**config.mk**
```make
export PLATFORM = sky130hd
export DESIGN_NAME = acl_entry_staging_regs
export DESIGN_NICKNAME = d
export VERILOG_FILES = /design/src/pkg/acl_staging_pkg.sv /design/src/logic/acl_entry_mem.sv /design/src/logic/acl_entry_staging_regs.sv
export SDC_FILE = /design/constraint.sdc
export NUM_CORES = 2
export LEC_CHECK = 0
export ABC_AREA = 1
export ABC_CLOCK_PERIOD_IN_PS = 8950
export BUFFER_PORTS_ARGS = -buffer_cell sky130_fd_sc_hd__buf_2
export CORE_MARGIN = 2
export CORE_UTILIZATION = 50
export DETAILED_ROUTE_END_ITERATION = 16
export GPL_TIMING_DRIVEN = 1
export PLACE_DENSITY = 0.66
export SLEW_MARGIN = 30
export SYNTH_ARGS = -nofsm -noshare
export SYNTH_HDL_FRONTEND = slang
export SYNTH_SLANG_ARGS = --single-unit
export TNS_END_PERCENT = 30
```
**constraint.sdc**
```tcl
create_clock -name ref_clk_in -period 8.95 [get_ports ref_clk_in]
set_clock_uncertainty 0.2 [all_clocks]
set_input_delay 2.2375 -clock ref_clk_in [delete_from_list [all_inputs] [get_ports ref_clk_in]]
set_output_delay 2.2375 -clock ref_clk_in [all_outputs]
set_load 0.01 [all_outputs]
```
**src/pkg/acl_staging_pkg.sv**
```systemverilog
/*
  Constants shared by the ACL entry staging bank and its entry memory.
  Assumes a 32-bit AXI4-Lite bus; each 8-bit register sits in the low byte
  of one aligned word at byte address four times its index.
*/
`default_nettype none

package acl_staging_pkg;

  localparam int AXI_ADDR_W = 14;
  localparam int AXI_DATA_W = 32;
  localparam int IDX_W      = 12;
  localparam int BYTE_W     = 8;
  localparam int ENTRY_BYTES = 16;
  localparam int ENTRY_W    = 128;
  localparam int ACL_DEPTH  = 16;
  localparam int ACL_IDX_W  = 4;

  // register indices
  localparam logic [11:0] IDX_MAC_ADDR_23_16  = 12'h605;
  localparam logic [11:0] IDX_MAC_ADDR_15_8   = 12'h606;
  localparam logic [11:0] IDX_MAC_ADDR_7_0    = 12'h607;
  localparam logic [11:0] IDX_ETHERTYPE_HIGH  = 12'h608;
  localparam logic [11:0] IDX_ETHERTYPE_LOW   = 12'h609;
  localparam logic [11:0] IDX_PRIO_REMARK     = 12'h60a;
  localparam logic [11:0] IDX_REMARK_MAP_MODE = 12'h60b;
  localparam logic [11:0] IDX_RESERVED_BYTE   = 12'h60c;
  localparam logic [11:0] IDX_FORWARD_MAP     = 12'h60d;
  localparam logic [11:0] IDX_RULESET_HIGH    = 12'h60e;
  localparam logic [11:0] IDX_RULESET_LOW     = 12'h60f;
  localparam logic [11:0] IDX_BYTE_SEL_HIGH   = 12'h610;
  localparam logic [11:0] IDX_BYTE_SEL_LOW    = 12'h611;
  localparam logic [11:0] IDX_ACCESS_CTRL     = 12'h612;

  // staging byte numbers
  localparam logic [3:0] BYTE_PRIO      = 4'ha;
  localparam logic [3:0] BYTE_MAP_MODE  = 4'hb;
  localparam logic [3:0] BYTE_FWD_MAP   = 4'hd;
  localparam logic [3:0] BYTE_RULES_HI  = 4'he;
  localparam logic [3:0] BYTE_RULES_LO  = 4'hf;

  // field positions
  localparam int PM_HI      = 7;
  localparam int PM_LO      = 6;
  localparam int PRIO_HI    = 5;
  localparam int PRIO_LO    = 3;
  localparam int RPE_BIT    = 2;
  localparam int RMK_UP_HI  = 1;
  localparam int RMK_UP_LO  = 0;
  localparam int RMK_LSB    = 7;
  localparam int MM_HI      = 6;
  localparam int MM_LO      = 5;
  localparam int FWD_HI     = 6;
  localparam int FWD_LO     = 0;
  localparam int CTRL_WR_DONE = 6;
  localparam int CTRL_RD_DONE = 5;
  localparam int CTRL_DIR     = 4;

  // reset values
  localparam logic [7:0] STAGE_RESET = 8'h00;
  localparam logic [7:0] SEL_RESET   = 8'h00;
  localparam logic       DONE_RESET  = 1'b1;

  localparam logic [1:0] RESP_OKAY   = 2'b00;
  localparam logic [1:0] RESP_SLVERR = 2'b10;

  typedef enum logic [1:0] {
    XFER_IDLE,
    XFER_WRITE,
    XFER_RD_ISSUE,
    XFER_RD_LOAD
  } xfer_state_t;

endpackage : acl_staging_pkg

`default_nettype wire

```
**src/logic/acl_entry_mem.sv**
```systemverilog
/*
  ACL entry table: 16 entries of 16 bytes, byte-lane write enables,
  registered read data one cycle after the read strobe.
  Assumes a single clock; contents are not reset.
*/
`timescale 1ns/1ps
`default_nettype none

module acl_entry_mem (
  input  wire logic         clk_in,
  input  wire logic         wr_en_in,
  input  wire logic         rd_en_in,
  input  wire logic [3:0]   addr_in,
  input  wire logic [15:0]  lane_en_in,
  input  wire logic [127:0] wdata_in,
  output logic      [127:0] rdata_out
);

  logic [127:0] mem_r [acl_staging_pkg::ACL_DEPTH];

  always_ff @(posedge clk_in) begin
    if (wr_en_in) begin
      for (int i = 0; i < acl_staging_pkg::ENTRY_BYTES; i++) begin
        if (lane_en_in[i]) begin
          mem_r[addr_in][8*i +: 8] <= wdata_in[8*i +: 8];
        end
      end
    end
  end

  always_ff @(posedge clk_in) begin
    if (rd_en_in) begin
      rdata_out <= mem_r[addr_in];
    end
  end

endmodule : acl_entry_mem

`default_nettype wire

```
**src/logic/acl_entry_staging_regs.sv**
```systemverilog
/*
  Per-port ACL entry staging registers behind an AXI4-Lite slave, with the
  indirect transfer engine that moves selected bytes to or from the table.
  Assumes one 125 MHz clock and an asynchronous active-low reset.
*/
// Summary of operation
// A transfer starts when the low byte-select register is written, so it goes last.
// High select bit k chooses staging byte 7-k.
// Low select bit k chooses staging byte 15-k.
// Only bytes whose select bit is one are read or written.
// Remark priority bits 2:1 sit in priority bits 1:0, bit 0 in map-mode bit 7.
// Forward map bit i enables forwarding to port i+1.
// Priority register holds mode 7:6, priority 5:3 and remark enable at bit 2.
// Multi-byte fields sit most significant byte first and staging resets to zero.
// Read-done at control bit 5 is low while a table read runs.
// Write-done at control bit 6 is low while a table write runs.
`timescale 1ns/1ps
`default_nettype none

module acl_entry_staging_regs (
  input  wire logic        ref_clk_in,
  input  wire logic        resetn_in,
  input  wire logic [13:0] s_axi_awaddr_in,
  input  wire logic        s_axi_awvalid_in,
  output logic             s_axi_awready_out,
  input  wire logic [31:0] s_axi_wdata_in,
  input  wire logic [3:0]  s_axi_wstrb_in,
  input  wire logic        s_axi_wvalid_in,
  output logic             s_axi_wready_out,
  output logic [1:0]       s_axi_bresp_out,
  output logic             s_axi_bvalid_out,
  input  wire logic        s_axi_bready_in,
  input  wire logic [13:0] s_axi_araddr_in,
  input  wire logic        s_axi_arvalid_in,
  output logic             s_axi_arready_out,
  output logic [31:0]      s_axi_rdata_out,
  output logic [1:0]       s_axi_rresp_out,
  output logic             s_axi_rvalid_out,
  input  wire logic        s_axi_rready_in,
  output logic [1:0]       priority_mode_field_out,
  output logic [2:0]       priority_out,
  output logic             remark_priority_enable_out,
  output logic [2:0]       remark_priority_out,
  output logic [1:0]       map_mode_field_out,
  output logic [6:0]       forward_port_map_out,
  output logic [15:0]      ruleset_out,
  output logic             xfer_busy_out
);

  function automatic logic reg_mapped(input logic [11:0] idx);
    return (idx >= acl_staging_pkg::IDX_MAC_ADDR_23_16) &&
           (idx <= acl_staging_pkg::IDX_ACCESS_CTRL);
  endfunction : reg_mapped

  function automatic logic is_staging(input logic [11:0] idx);
    return (idx >= acl_staging_pkg::IDX_MAC_ADDR_23_16) &&
           (idx <= acl_staging_pkg::IDX_RULESET_LOW);
  endfunction : is_staging

  logic                        rst_meta_r;
  logic                        rst_n_r;
  logic                        aw_held_r;
  logic                        w_held_r;
  logic [11:0]                 wr_idx_r;
  logic [7:0]                  wbyte_r;
  logic                        wlane0_r;
  logic                        bvalid_r;
  logic [1:0]                  bresp_r;
  logic                        rvalid_r;
  logic [1:0]                  rresp_r;
  logic [31:0]                 rdata_r;
  logic [7:0]                  rd_byte;
  logic [11:0]                 rd_idx;
  logic                        wr_fire;
  logic                        reg_wr;
  logic                        sel_lo_wr;
  logic                        start;
  logic [7:0]                  stage_r [acl_staging_pkg::ENTRY_BYTES];
  logic [7:0]                  sel_hi_r;
  logic [7:0]                  sel_lo_r;
  logic                        dir_r;
  logic [3:0]                  acl_index_r;
  logic [3:0]                  xfer_idx_r;
  logic                        wr_done_r;
  logic                        rd_done_r;
  acl_staging_pkg::xfer_state_t state_r;
  logic [127:0]                entry_wdata;
  logic [127:0]                entry_rdata;
  logic [15:0]                 lane_sel;

  // async assert, clocked release
  always_ff @(posedge ref_clk_in or negedge resetn_in) begin
    if (!resetn_in) begin
      rst_meta_r <= 1'b0;
      rst_n_r    <= 1'b0;
    end else begin
      rst_meta_r <= 1'b1;
      rst_n_r    <= rst_meta_r;
    end
  end

  // write address and data accepted in either order
  assign s_axi_awready_out = !aw_held_r;
  assign s_axi_wready_out  = !w_held_r;
  assign wr_fire           = aw_held_r && w_held_r && !bvalid_r;
  assign reg_wr            = wr_fire && wlane0_r && reg_mapped(wr_idx_r);

  always_ff @(posedge ref_clk_in or negedge rst_n_r) begin
    if (!rst_n_r) begin
      aw_held_r <= 1'b0;
      wr_idx_r  <= '0;
    end else if (s_axi_awvalid_in && !aw_held_r) begin
      aw_held_r <= 1'b1;
      wr_idx_r  <= s_axi_awaddr_in[13:2];
    end else if (wr_fire) begin
      aw_held_r <= 1'b0;
    end
  end

  always_ff @(posedge ref_clk_in or negedge rst_n_r) begin
    if (!rst_n_r) begin
      w_held_r <= 1'b0;
      wbyte_r  <= '0;
      wlane0_r <= 1'b0;
    end else if (s_axi_wvalid_in && !w_held_r) begin
      w_held_r <= 1'b1;
      wbyte_r  <= s_axi_wdata_in[7:0];
      wlane0_r <= s_axi_wstrb_in[0];
    end else if (wr_fire) begin
      w_held_r <= 1'b0;
    end
  end

  always_ff @(posedge ref_clk_in or negedge rst_n_r) begin
    if (!rst_n_r) begin
      bvalid_r <= 1'b0;
      bresp_r  <= acl_staging_pkg::RESP_OKAY;
    end else if (wr_fire) begin
      bvalid_r <= 1'b1;
      bresp_r  <= reg_mapped(wr_idx_r) ? acl_staging_pkg::RESP_OKAY
                                       : acl_staging_pkg::RESP_SLVERR;
    end else if (s_axi_bready_in) begin
      bvalid_r <= 1'b0;
    end
  end

  assign s_axi_bvalid_out = bvalid_r;
  assign s_axi_bresp_out  = bresp_r;
  // read path, answer one cycle after the address
  assign rd_idx = s_axi_araddr_in[13:2];
  always_comb begin
    rd_byte = 8'h00;
    if (is_staging(rd_idx)) begin
      rd_byte = stage_r[rd_idx[3:0]];
    end else if (rd_idx == acl_staging_pkg::IDX_BYTE_SEL_HIGH) begin
      rd_byte = sel_hi_r;
    end else if (rd_idx == acl_staging_pkg::IDX_BYTE_SEL_LOW) begin
      rd_byte = sel_lo_r;
    end else if (rd_idx == acl_staging_pkg::IDX_ACCESS_CTRL) begin
      rd_byte = {1'b0, wr_done_r, rd_done_r, dir_r, acl_index_r};
    end
  end
  assign s_axi_arready_out = !rvalid_r;
  always_ff @(posedge ref_clk_in or negedge rst_n_r) begin
    if (!rst_n_r) begin
      rvalid_r <= 1'b0;
      rresp_r  <= acl_staging_pkg::RESP_OKAY;
      rdata_r  <= '0;
    end else if (s_axi_arvalid_in && !rvalid_r) begin
      rvalid_r <= 1'b1;
      rresp_r  <= reg_mapped(rd_idx) ? acl_staging_pkg::RESP_OKAY
                                     : acl_staging_pkg::RESP_SLVERR;
      rdata_r  <= {24'h000000, rd_byte};
    end else if (s_axi_rready_in) begin
      rvalid_r <= 1'b0;
    end
  end

  assign s_axi_rvalid_out = rvalid_r;
  assign s_axi_rresp_out  = rresp_r;
  assign s_axi_rdata_out  = rdata_r;
  // low select write starts transfer
  assign sel_lo_wr = reg_wr && (wr_idx_r == acl_staging_pkg::IDX_BYTE_SEL_LOW);
  // a start while busy is dropped, the select value is still stored
  assign start     = sel_lo_wr && (state_r == acl_staging_pkg::XFER_IDLE);

  always_ff @(posedge ref_clk_in or negedge rst_n_r) begin
    if (!rst_n_r) begin
      sel_hi_r <= acl_staging_pkg::SEL_RESET;
      sel_lo_r <= acl_staging_pkg::SEL_RESET;
    end else if (reg_wr && wr_idx_r == acl_staging_pkg::IDX_BYTE_SEL_HIGH) begin
      sel_hi_r <= wbyte_r;
    end else if (sel_lo_wr) begin
      sel_lo_r <= wbyte_r;
    end
  end

  always_ff @(posedge ref_clk_in or negedge rst_n_r) begin
    if (!rst_n_r) begin
      dir_r       <= 1'b0;
      acl_index_r <= '0;
    end else if (reg_wr && wr_idx_r == acl_staging_pkg::IDX_ACCESS_CTRL) begin
      dir_r       <= wbyte_r[acl_staging_pkg::CTRL_DIR];
      acl_index_r <= wbyte_r[3:0];
    end
  end

  always_ff @(posedge ref_clk_in or negedge rst_n_r) begin
    if (!rst_n_r) begin
      state_r    <= acl_staging_pkg::XFER_IDLE;
      xfer_idx_r <= '0;
    end else begin
      case (state_r)
        acl_staging_pkg::XFER_IDLE: begin
          if (start) begin
            xfer_idx_r <= acl_index_r;
            state_r    <= dir_r ? acl_staging_pkg::XFER_WRITE
                                : acl_staging_pkg::XFER_RD_ISSUE;
          end
        end
        acl_staging_pkg::XFER_WRITE:    state_r <= acl_staging_pkg::XFER_IDLE;
        acl_staging_pkg::XFER_RD_ISSUE: state_r <= acl_staging_pkg::XFER_RD_LOAD;
        acl_staging_pkg::XFER_RD_LOAD:  state_r <= acl_staging_pkg::XFER_IDLE;
        default:                        state_r <= acl_staging_pkg::XFER_IDLE;
      endcase
    end
  end
  assign xfer_busy_out = (state_r != acl_staging_pkg::XFER_IDLE);
  // write-done low during a table write
  always_ff @(posedge ref_clk_in or negedge rst_n_r) begin
    if (!rst_n_r) begin
      wr_done_r <= acl_staging_pkg::DONE_RESET;
    end else if (start && dir_r) begin
      wr_done_r <= 1'b0;
    end else if (state_r == acl_staging_pkg::XFER_WRITE) begin
      wr_done_r <= 1'b1;
    end
  end

  // read-done low until staging is loaded
  always_ff @(posedge ref_clk_in or negedge rst_n_r) begin
    if (!rst_n_r) begin
      rd_done_r <= acl_staging_pkg::DONE_RESET;
    end else if (start && !dir_r) begin
      rd_done_r <= 1'b0;
    end else if (state_r == acl_staging_pkg::XFER_RD_LOAD) begin
      rd_done_r <= 1'b1;
    end
  end

  // lane i of the entry is byte 15-i, so selects concatenate
  assign lane_sel = {sel_hi_r, sel_lo_r};
  // byte 0 lands in the top lane, msb first
  always_comb begin
    entry_wdata = '0;
    for (int b = 0; b < acl_staging_pkg::ENTRY_BYTES; b++) begin
      entry_wdata[8*(15-b) +: 8] = stage_r[b];
    end
  end

  // unselected bytes keep their value on a read
  always_ff @(posedge ref_clk_in or negedge rst_n_r) begin
    if (!rst_n_r) begin
      for (int b = 0; b < acl_staging_pkg::ENTRY_BYTES; b++) begin
        stage_r[b] <= acl_staging_pkg::STAGE_RESET;
      end
    end else begin
      if (state_r == acl_staging_pkg::XFER_RD_LOAD) begin
        for (int b = 0; b < acl_staging_pkg::ENTRY_BYTES; b++) begin
          if (lane_sel[15-b]) begin
            stage_r[b] <= entry_rdata[8*(15-b) +: 8];
          end
        end
      end
      // software write to the same byte overrides a load
      if (reg_wr && is_staging(wr_idx_r)) begin
        stage_r[wr_idx_r[3:0]] <= wbyte_r;
      end
    end
  end

  acl_entry_mem acl_entry_mem_inst (
    .clk_in     (ref_clk_in),
    .wr_en_in   (state_r == acl_staging_pkg::XFER_WRITE),
    .rd_en_in   (state_r == acl_staging_pkg::XFER_RD_ISSUE),
    .addr_in    (xfer_idx_r),
    .lane_en_in (lane_sel),
    .wdata_in   (entry_wdata),
    .rdata_out  (entry_rdata)
  );

  // priority byte fields
  assign priority_mode_field_out =
    stage_r[acl_staging_pkg::BYTE_PRIO][acl_staging_pkg::PM_HI:acl_staging_pkg::PM_LO];
  assign priority_out =
    stage_r[acl_staging_pkg::BYTE_PRIO][acl_staging_pkg::PRIO_HI:acl_staging_pkg::PRIO_LO];
  assign remark_priority_enable_out =
    stage_r[acl_staging_pkg::BYTE_PRIO][acl_staging_pkg::RPE_BIT];
  // remark priority split over two bytes
  assign remark_priority_out = {
    stage_r[acl_staging_pkg::BYTE_PRIO][acl_staging_pkg::RMK_UP_HI:acl_staging_pkg::RMK_UP_LO],
    stage_r[acl_staging_pkg::BYTE_MAP_MODE][acl_staging_pkg::RMK_LSB]};
  assign map_mode_field_out =
    stage_r[acl_staging_pkg::BYTE_MAP_MODE][acl_staging_pkg::MM_HI:acl_staging_pkg::MM_LO];
  // bit i is port i+1
  assign forward_port_map_out =
    stage_r[acl_staging_pkg::BYTE_FWD_MAP][acl_staging_pkg::FWD_HI:acl_staging_pkg::FWD_LO];
  // ruleset high byte first
  assign ruleset_out = {stage_r[acl_staging_pkg::BYTE_RULES_HI],
                        stage_r[acl_staging_pkg::BYTE_RULES_LO]};
endmodule : acl_entry_staging_regs

`default_nettype wire

```
* Word-level counts from Yosys, hierarchy flattened
Memories as Yosys holds them, arrays and structs flattened. A register that Yosys moved wholly into a read port is not among the register bits.
Index checks and enable logic that the tools add are counted.
W data, S select, Z words.
** Cells by class
- Add/subtract/negate cells :: 0
- $mul :: 0
- Divide/modulo/power cells :: 0
- Order comparisons :: 9
- Equal/unequal tests :: 10
- Shifts and indexed selects :: 0
- Muxes and demuxes :: 92
- Bitwise gates (word level) :: 3
- Reductions and logical operators :: 35
** Operators with widths (count)
- $mux W128 :: 2
- $mux W8 :: 22
- $bwmux W128 :: 1
- $eq A12 B11 Y1 const B :: 6
- $mux W1 :: 59
- $le A12 B11 Y1 const B :: 4
- $bmux W8 S4 :: 1
- $demux W8 S4 :: 1
- $ge A12 B11 Y1 const B :: 2
- $logic_and A1 B1 Y1 :: 19
- $reduce_bool A2 Y1 :: 7
- $ge A5 B5 Y1 const B :: 2
- $not A4 Y5 :: 2
- $mux W2 :: 4
- $mux W7 :: 1
- $pmux W2 S3 :: 1
- $logic_not A1 Y1 :: 5
- $lt A5 B1 Y1 const B :: 1
- $eq A2 B2 Y1 const B :: 2
- $reduce_and A2 Y1 :: 2
- $eq A2 B1 Y1 const B :: 1
- $logic_not A2 Y1 :: 1
- $ne A2 B2 Y1 const B :: 1
- $reduce_or A2 Y1 :: 1
- $not A1 Y1 :: 1
** Storage, ports and cells
- Bits in registers :: 196
- Latch bits :: 0
- RAM bits :: 2048
- Bits in read-only memories :: 0
- Word-level logic and storage cells :: 186
- Memories kept :: 1
** Memories
- acl_entry_mem_inst.mem_r :: words 16, bits a word 128, rd ports 1, clocked after Yosys merged registers in 1, write ports 1, RTL line acl_entry_mem.sv:19 : logic [127:0] mem_r [acl_staging_pkg::ACL_DEPTH];

* Logic depth before layout (Yosys ltp)
- Word-level depth :: 8
- Gate-level depth with buffers :: 13

* Hierarchy
Synthesis repeated with hierarchy kept, for this count alone.
** Second synthesis, totals
- Cells, all modules :: 10260
- Area total of the unflattened synthesis :: 101583.7 um^2
** By module, submodules not included
- acl_entry_mem :: instances 1, cells an instance 8668, area an instance 90080.1 um^2, seq. area each 65342.7 um^2
- acl_entry_staging_regs :: instances 1, cells an instance 1592, area an instance 11503.5 um^2, seq. area each 4857.2 um^2

* Worst setup path before layout
No wires, ideal clock.
- Path type :: register to register
- From :: register state_r[1]
- To :: register acl_entry_mem_inst.rdata_out[0], read port of acl_entry_mem_inst.mem_r, enable pin
- Arrival time :: 5811 ps
- Required time :: 8131 ps
- Setup slack :: 2320 ps
- Stages on the path, launching flop included :: 3
- Path buffers :: 0
- Period minus slack after synthesis :: 6630 ps
- Cell sequence :: dfrtp_1 -> inv_1 -> nor2_1
** Between the ends
- Cells in the longest elaborated chain, start to end :: 1
** Ends and longest elaborated chain
- start: declaration :: RTL line acl_entry_staging_regs.sv:86 : acl_staging_pkg::xfer_state_t state_r;
- start signal: assignment :: RTL line acl_entry_staging_regs.sv:210 : state_r <= acl_staging_pkg::XFER_IDLE;
- start signal: assignment :: RTL line acl_entry_staging_regs.sv:217 : state_r <= dir_r ? acl_staging_pkg::XFER_WRITE
- start signal: assignment :: RTL line acl_entry_staging_regs.sv:221 : acl_staging_pkg::XFER_WRITE: state_r <= acl_staging_pkg::XFER_IDLE;
- $eq A2 B2 Y1 :: RTL line acl_entry_staging_regs.sv:285 : .rd_en_in (state_r == acl_staging_pkg::XFER_RD_ISSUE),
- end: declaration :: RTL line acl_entry_mem.sv:16 : output logic [127:0] rdata_out
Every way passes these cells.
A chain may end at the register's enable or synchronous reset.

* Worst setup path after layout
- From :: register stage_r (netlist bit ruleset_out[2])
- To :: output port ruleset_out[2]
** RTL lines
- start: declaration :: RTL line acl_entry_staging_regs.sv:78 : logic [7:0] stage_r [acl_staging_pkg::ENTRY_BYTES];
- start signal: indexed assignment :: RTL line acl_entry_staging_regs.sv:265 : stage_r[b] <= acl_staging_pkg::STAGE_RESET;
- start signal: indexed assignment :: RTL line acl_entry_staging_regs.sv:271 : stage_r[b] <= entry_rdata[8*(15-b) +: 8];
- start signal: indexed assignment :: RTL line acl_entry_staging_regs.sv:277 : stage_r[wr_idx_r[3:0]] <= wbyte_r;
- end: declaration :: RTL line acl_entry_staging_regs.sv:46 : output logic [15:0] ruleset_out,
No word-level cell between the ends.

==> results.md <==
* Max layer used: met4
* Critical path, cell by cell: buf_2
* Setup_tns at 0 ns
* Die W at 432 um
* WL met1 at between 90 and 100 mm
* CP Max Fanout at 19
* Wire per inst at between 20 and 30 um
* Resize count post-CTS at 0
* Vias in the first global route at ~53000
* Critical Path Max Stage Delay at roughly 0.90 ns
* Clk_lat worst skew at ~0.87 ns
* LEAKAGE at roughly 37 nW
* Drt first pass iters at 6
* Antenna violations before repair at 13
* Non-filler cells, final at approximately 9000
* Detailed Place HPWL at approximately 140 mm
* CTS sink count at around 2400
* Worst R2R Path Depth at 7
* RSZ-0062 raised after global routing: false
* Die Footprint at around 0.19 mm2
* Post-Synthesis Cells at about 6400
* Fmax at approximately 0.22 GHz
* Max-Cap Viols at 0
* Die Ht at ~430 um
* Slew @ Worst Pin at 1.07 ns
* Bufs and invs on worst path at 1
* Count of final hold-check violations at 0
* Hold Path Origin: rst_meta_r
* Endpoint type of the worst setup path: primary output
* WL met2 at ~110 mm
* Number of synthesized flops with an enable pin at 2176
* Max Slew Vio Count at 0
* Root Buffer: clkbuf_16
* Gr ovfl total at 0
* Num CTS Buffers at between 200 and 250
* Clock transition at path regs at 0.06 ns
* I/O Buffers at 89
* Setup Viol. Count Final at 0
* Routed vias at about 55000
* H-Tree Depth at 4
* Post-route ant nets at 0
* P per Cell Area at roughly 230 mW/mm2
* CP required at roughly 6.5 ns
* Hold Buf Count CTS at 0
* Final core utilization at 55.4%
* R2r endpoint: acl_entry_mem_inst.mem_r[14][86]
* Ratio of cells with drive above 1 in the final layout at between 10% and 20%
* CP startpoint kind: flop
* Setup CP Type: flop to primary output
* Critical Path AT at ~2.1 ns
* Post-synth top flop: edfxtp_1
* Worst Hold Class: flop to flop
* Min-Delay Endpoint: rst_n_r
* Synth unique cells at 35
* Crit. path cell count at 1
* Vias per inst at roughly 6.1
* Worst reg2reg setup slack at ~4.7 ns
* Critical-path top delay cell: dfrtp_1
* Routability cong. at 0.909
* Routed WL at approximately 240 mm
* VDD IR max at roughly 170 uV
* RR Startpoint: xfer_idx_r[0]
* Placed cells at roughly 8600
* First-pass GRT wire length at about 350 mm
* Post-synthesis cell area at around 0.09 mm2
* CTS max path bufs at 3
* Worst hold path depth at 0
* Crit path max-delay family: flip-flops
* Tmin final at about 4.5 ns
* Power Total at 23.7 mW
* Total GRT Usage at about a quarter
* Asr flop ratio synth at 8.19%
* Nets at ~6500
* CTS tree: yes
* Synth Register Bits at 2370
* Post CTS Setup Buffer Count at 0
* Rows at 157
* I/O Pins at between 100 and 150
* Pin count of the biggest net entering global routing at approximately 200
* Yosys warns at 0
* Post-Syn Area per Cell at about 14 um2
* Initial Util at between 50 and 60%
* Area Growth Syn to Fin at 10.3%
* Final Cycle Share at slightly above 50%
* Violation count after the first detailed-route iteration at around 6700
* Total core area at between 0.15 and 0.2 mm2
* Met3 routed WL at between 20 and 25 mm
* Sequential fraction of the synthesis area at about three quarters
* Status: finished, final reports clean
* Slew headroom at just under 30%
* Drt drc at 0
metrics by stage:
step           hold slack, ns  setup slack (ns)  area, um2
6_report                0.139              4.40     101000
5_1_grt                 0.155              4.35     101000
4_1_cts                 0.147              4.37     101000
3_5_place_dp            0.135              3.98      94000
3_3_place_gp            0.139              4.02      93900
2_1_floorplan           0.131              2.32      91800
final cells by class:
| type | count | area (um2) |
|---|---|---|
| inverters | 124 | 488 |
| multi-input cells | 3533 | 19000 |
| clock buffers | 293 | 5970 |
| diodes | 6 | 15.0 |
| clock inverters | 114 | 1130 |
| flip-flops and latches | 2370 | 70200 |
| fillers | 14500 | 81500 |
| repair buffers | 185 | 1340 |
| well taps | 2385 | 2980 |
worst max-delay path by stage:
stage / start / to / slack [ns]
after floorplan: state_r[1] / acl_entry_mem_inst.rdata_out[0] / 2.32
after global placement: s_axi_araddr_in[2] / s_axi_rdata_out[4] / 4.02
after detailed placement: s_axi_araddr_in[2] / s_axi_rdata_out[4] / 3.98
after CTS: remark_priority_out[1] / remark_priority_out[1] / 4.37
after global routing: remark_priority_out[1] / remark_priority_out[1] / 4.35
final: ruleset_out[2] / ruleset_out[2] / 4.40
report_power, final:
group | switching, mW | total, mW | internal [mW]
combinational | 1.12 | 1.47 | 0.350
clock | 4.06 | 9.26 | 5.21
sequential | 0.468 | 13.0 | 12.5
sequential cells by signal, summed over array words and instances (netlist names), 2 cells and up:
signal,cells
priority_mode_field_out,2
sel_hi_r,8
priority_out,3
acl_index_r,4
state_r,2
acl_entry_mem_inst.mem_r,2048
wbyte_r,8
forward_port_map_out,7
acl_entry_mem_inst.rdata_out,128
sel_lo_r,8
xfer_idx_r,4
ruleset_out,16
entry_wdata,94
wr_idx_r,12
s_axi_rdata_out,8
remark_priority_out,3
map_mode_field_out,2
logic make-up after synthesis:
kind of cell / count (synthesis) / share of synthesized area [%]
buffers and inverters: 570 / 2.89
AOI/OAI and AO/OA: 1335 / 10.4
other: 2 / 0.00819
muxes: 75 / 0.921
and+or+nand+nor: 2096 / 9.19
DFF: 2370 / 76.5
cells in the mapped netlist, types with 2 or more instances:
cell type / number / area share (%)
buf_2: 122 / 0.67
edfxtp_1: 2176 / 71
nand4_1: 130 / 0.89
buf_1: 24 / 0.098
nand2_1: 1486 / 6.1
nand3b_1: 8 / 0.065
o21ai_2: 54 / 0.52
nor3_1: 4 / 0.022
buf_4: 67 / 0.55
conb_1: 2 / 0.0082
nor2_4: 3 / 0.037
o21ai_1: 43 / 0.23
nand2_2: 11 / 0.075
inv_1: 118 / 0.48
inv_2: 5 / 0.020
nand3_1: 70 / 0.38
nand3_2: 2 / 0.022
clkbuf_1: 219 / 0.90
a21oi_1: 84 / 0.46
buf_6: 14 / 0.17
a22oi_1: 1072 / 8.8
nor2_2: 6 / 0.041
dfrtp_1: 192 / 5.2
o21ai_0: 78 / 0.43
dfstp_2: 2 / 0.057
nor2_1: 373 / 1.5
mux2_2: 75 / 0.92
per-layer routing:
metal  track usage [%]  vias up
met3              4.69      519
met2              40.9     2537
li1                  -    24100
met1              34.7    27500
met4              12.4        0
met5                 0        -
placed cells by master, fill, tap and decap left out, types with 2 or more instances in the layout:
cell / Yosys / routed
clkinv_8: 0 / 3
inv_1: 118 / 114
clkinvlp_4: 0 / 7
nand3b_1: 8 / 8
nor2_1: 373 / 366
o21ai_2: 54 / 54
clkbuf_1: 219 / 56
nand3_1: 70 / 70
a21oi_1: 84 / 84
nor2_4: 3 / 10
inv_2: 5 / 5
inv_16: 0 / 3
buf_4: 67 / 80
dfstp_2: 2 / 2
nand2_2: 11 / 27
a22oi_1: 1072 / 1072
buf_6: 14 / 6
clkbuf_16: 0 / 222
nand4_1: 130 / 130
edfxtp_1: 2176 / 2176
o21ai_0: 78 / 78
bufinv_16: 0 / 18
inv_8: 0 / 3
diode_2: 0 / 6
nand2_1: 1486 / 1470
conb_1: 2 / 27
buf_16: 0 / 3
buf_12: 0 / 7
nor2_2: 6 / 6
inv_6: 0 / 4
clkinv_1: 1 / 33
o21ai_1: 43 / 43
clkinv_4: 0 / 3
clkinv_2: 0 / 44
nand3_2: 2 / 2
dfrtp_1: 192 / 191
clkbuf_8: 0 / 15
mux2_2: 75 / 75
nor3_1: 4 / 4
buf_2: 122 / 89
Power figures use the tool's default switching activity.
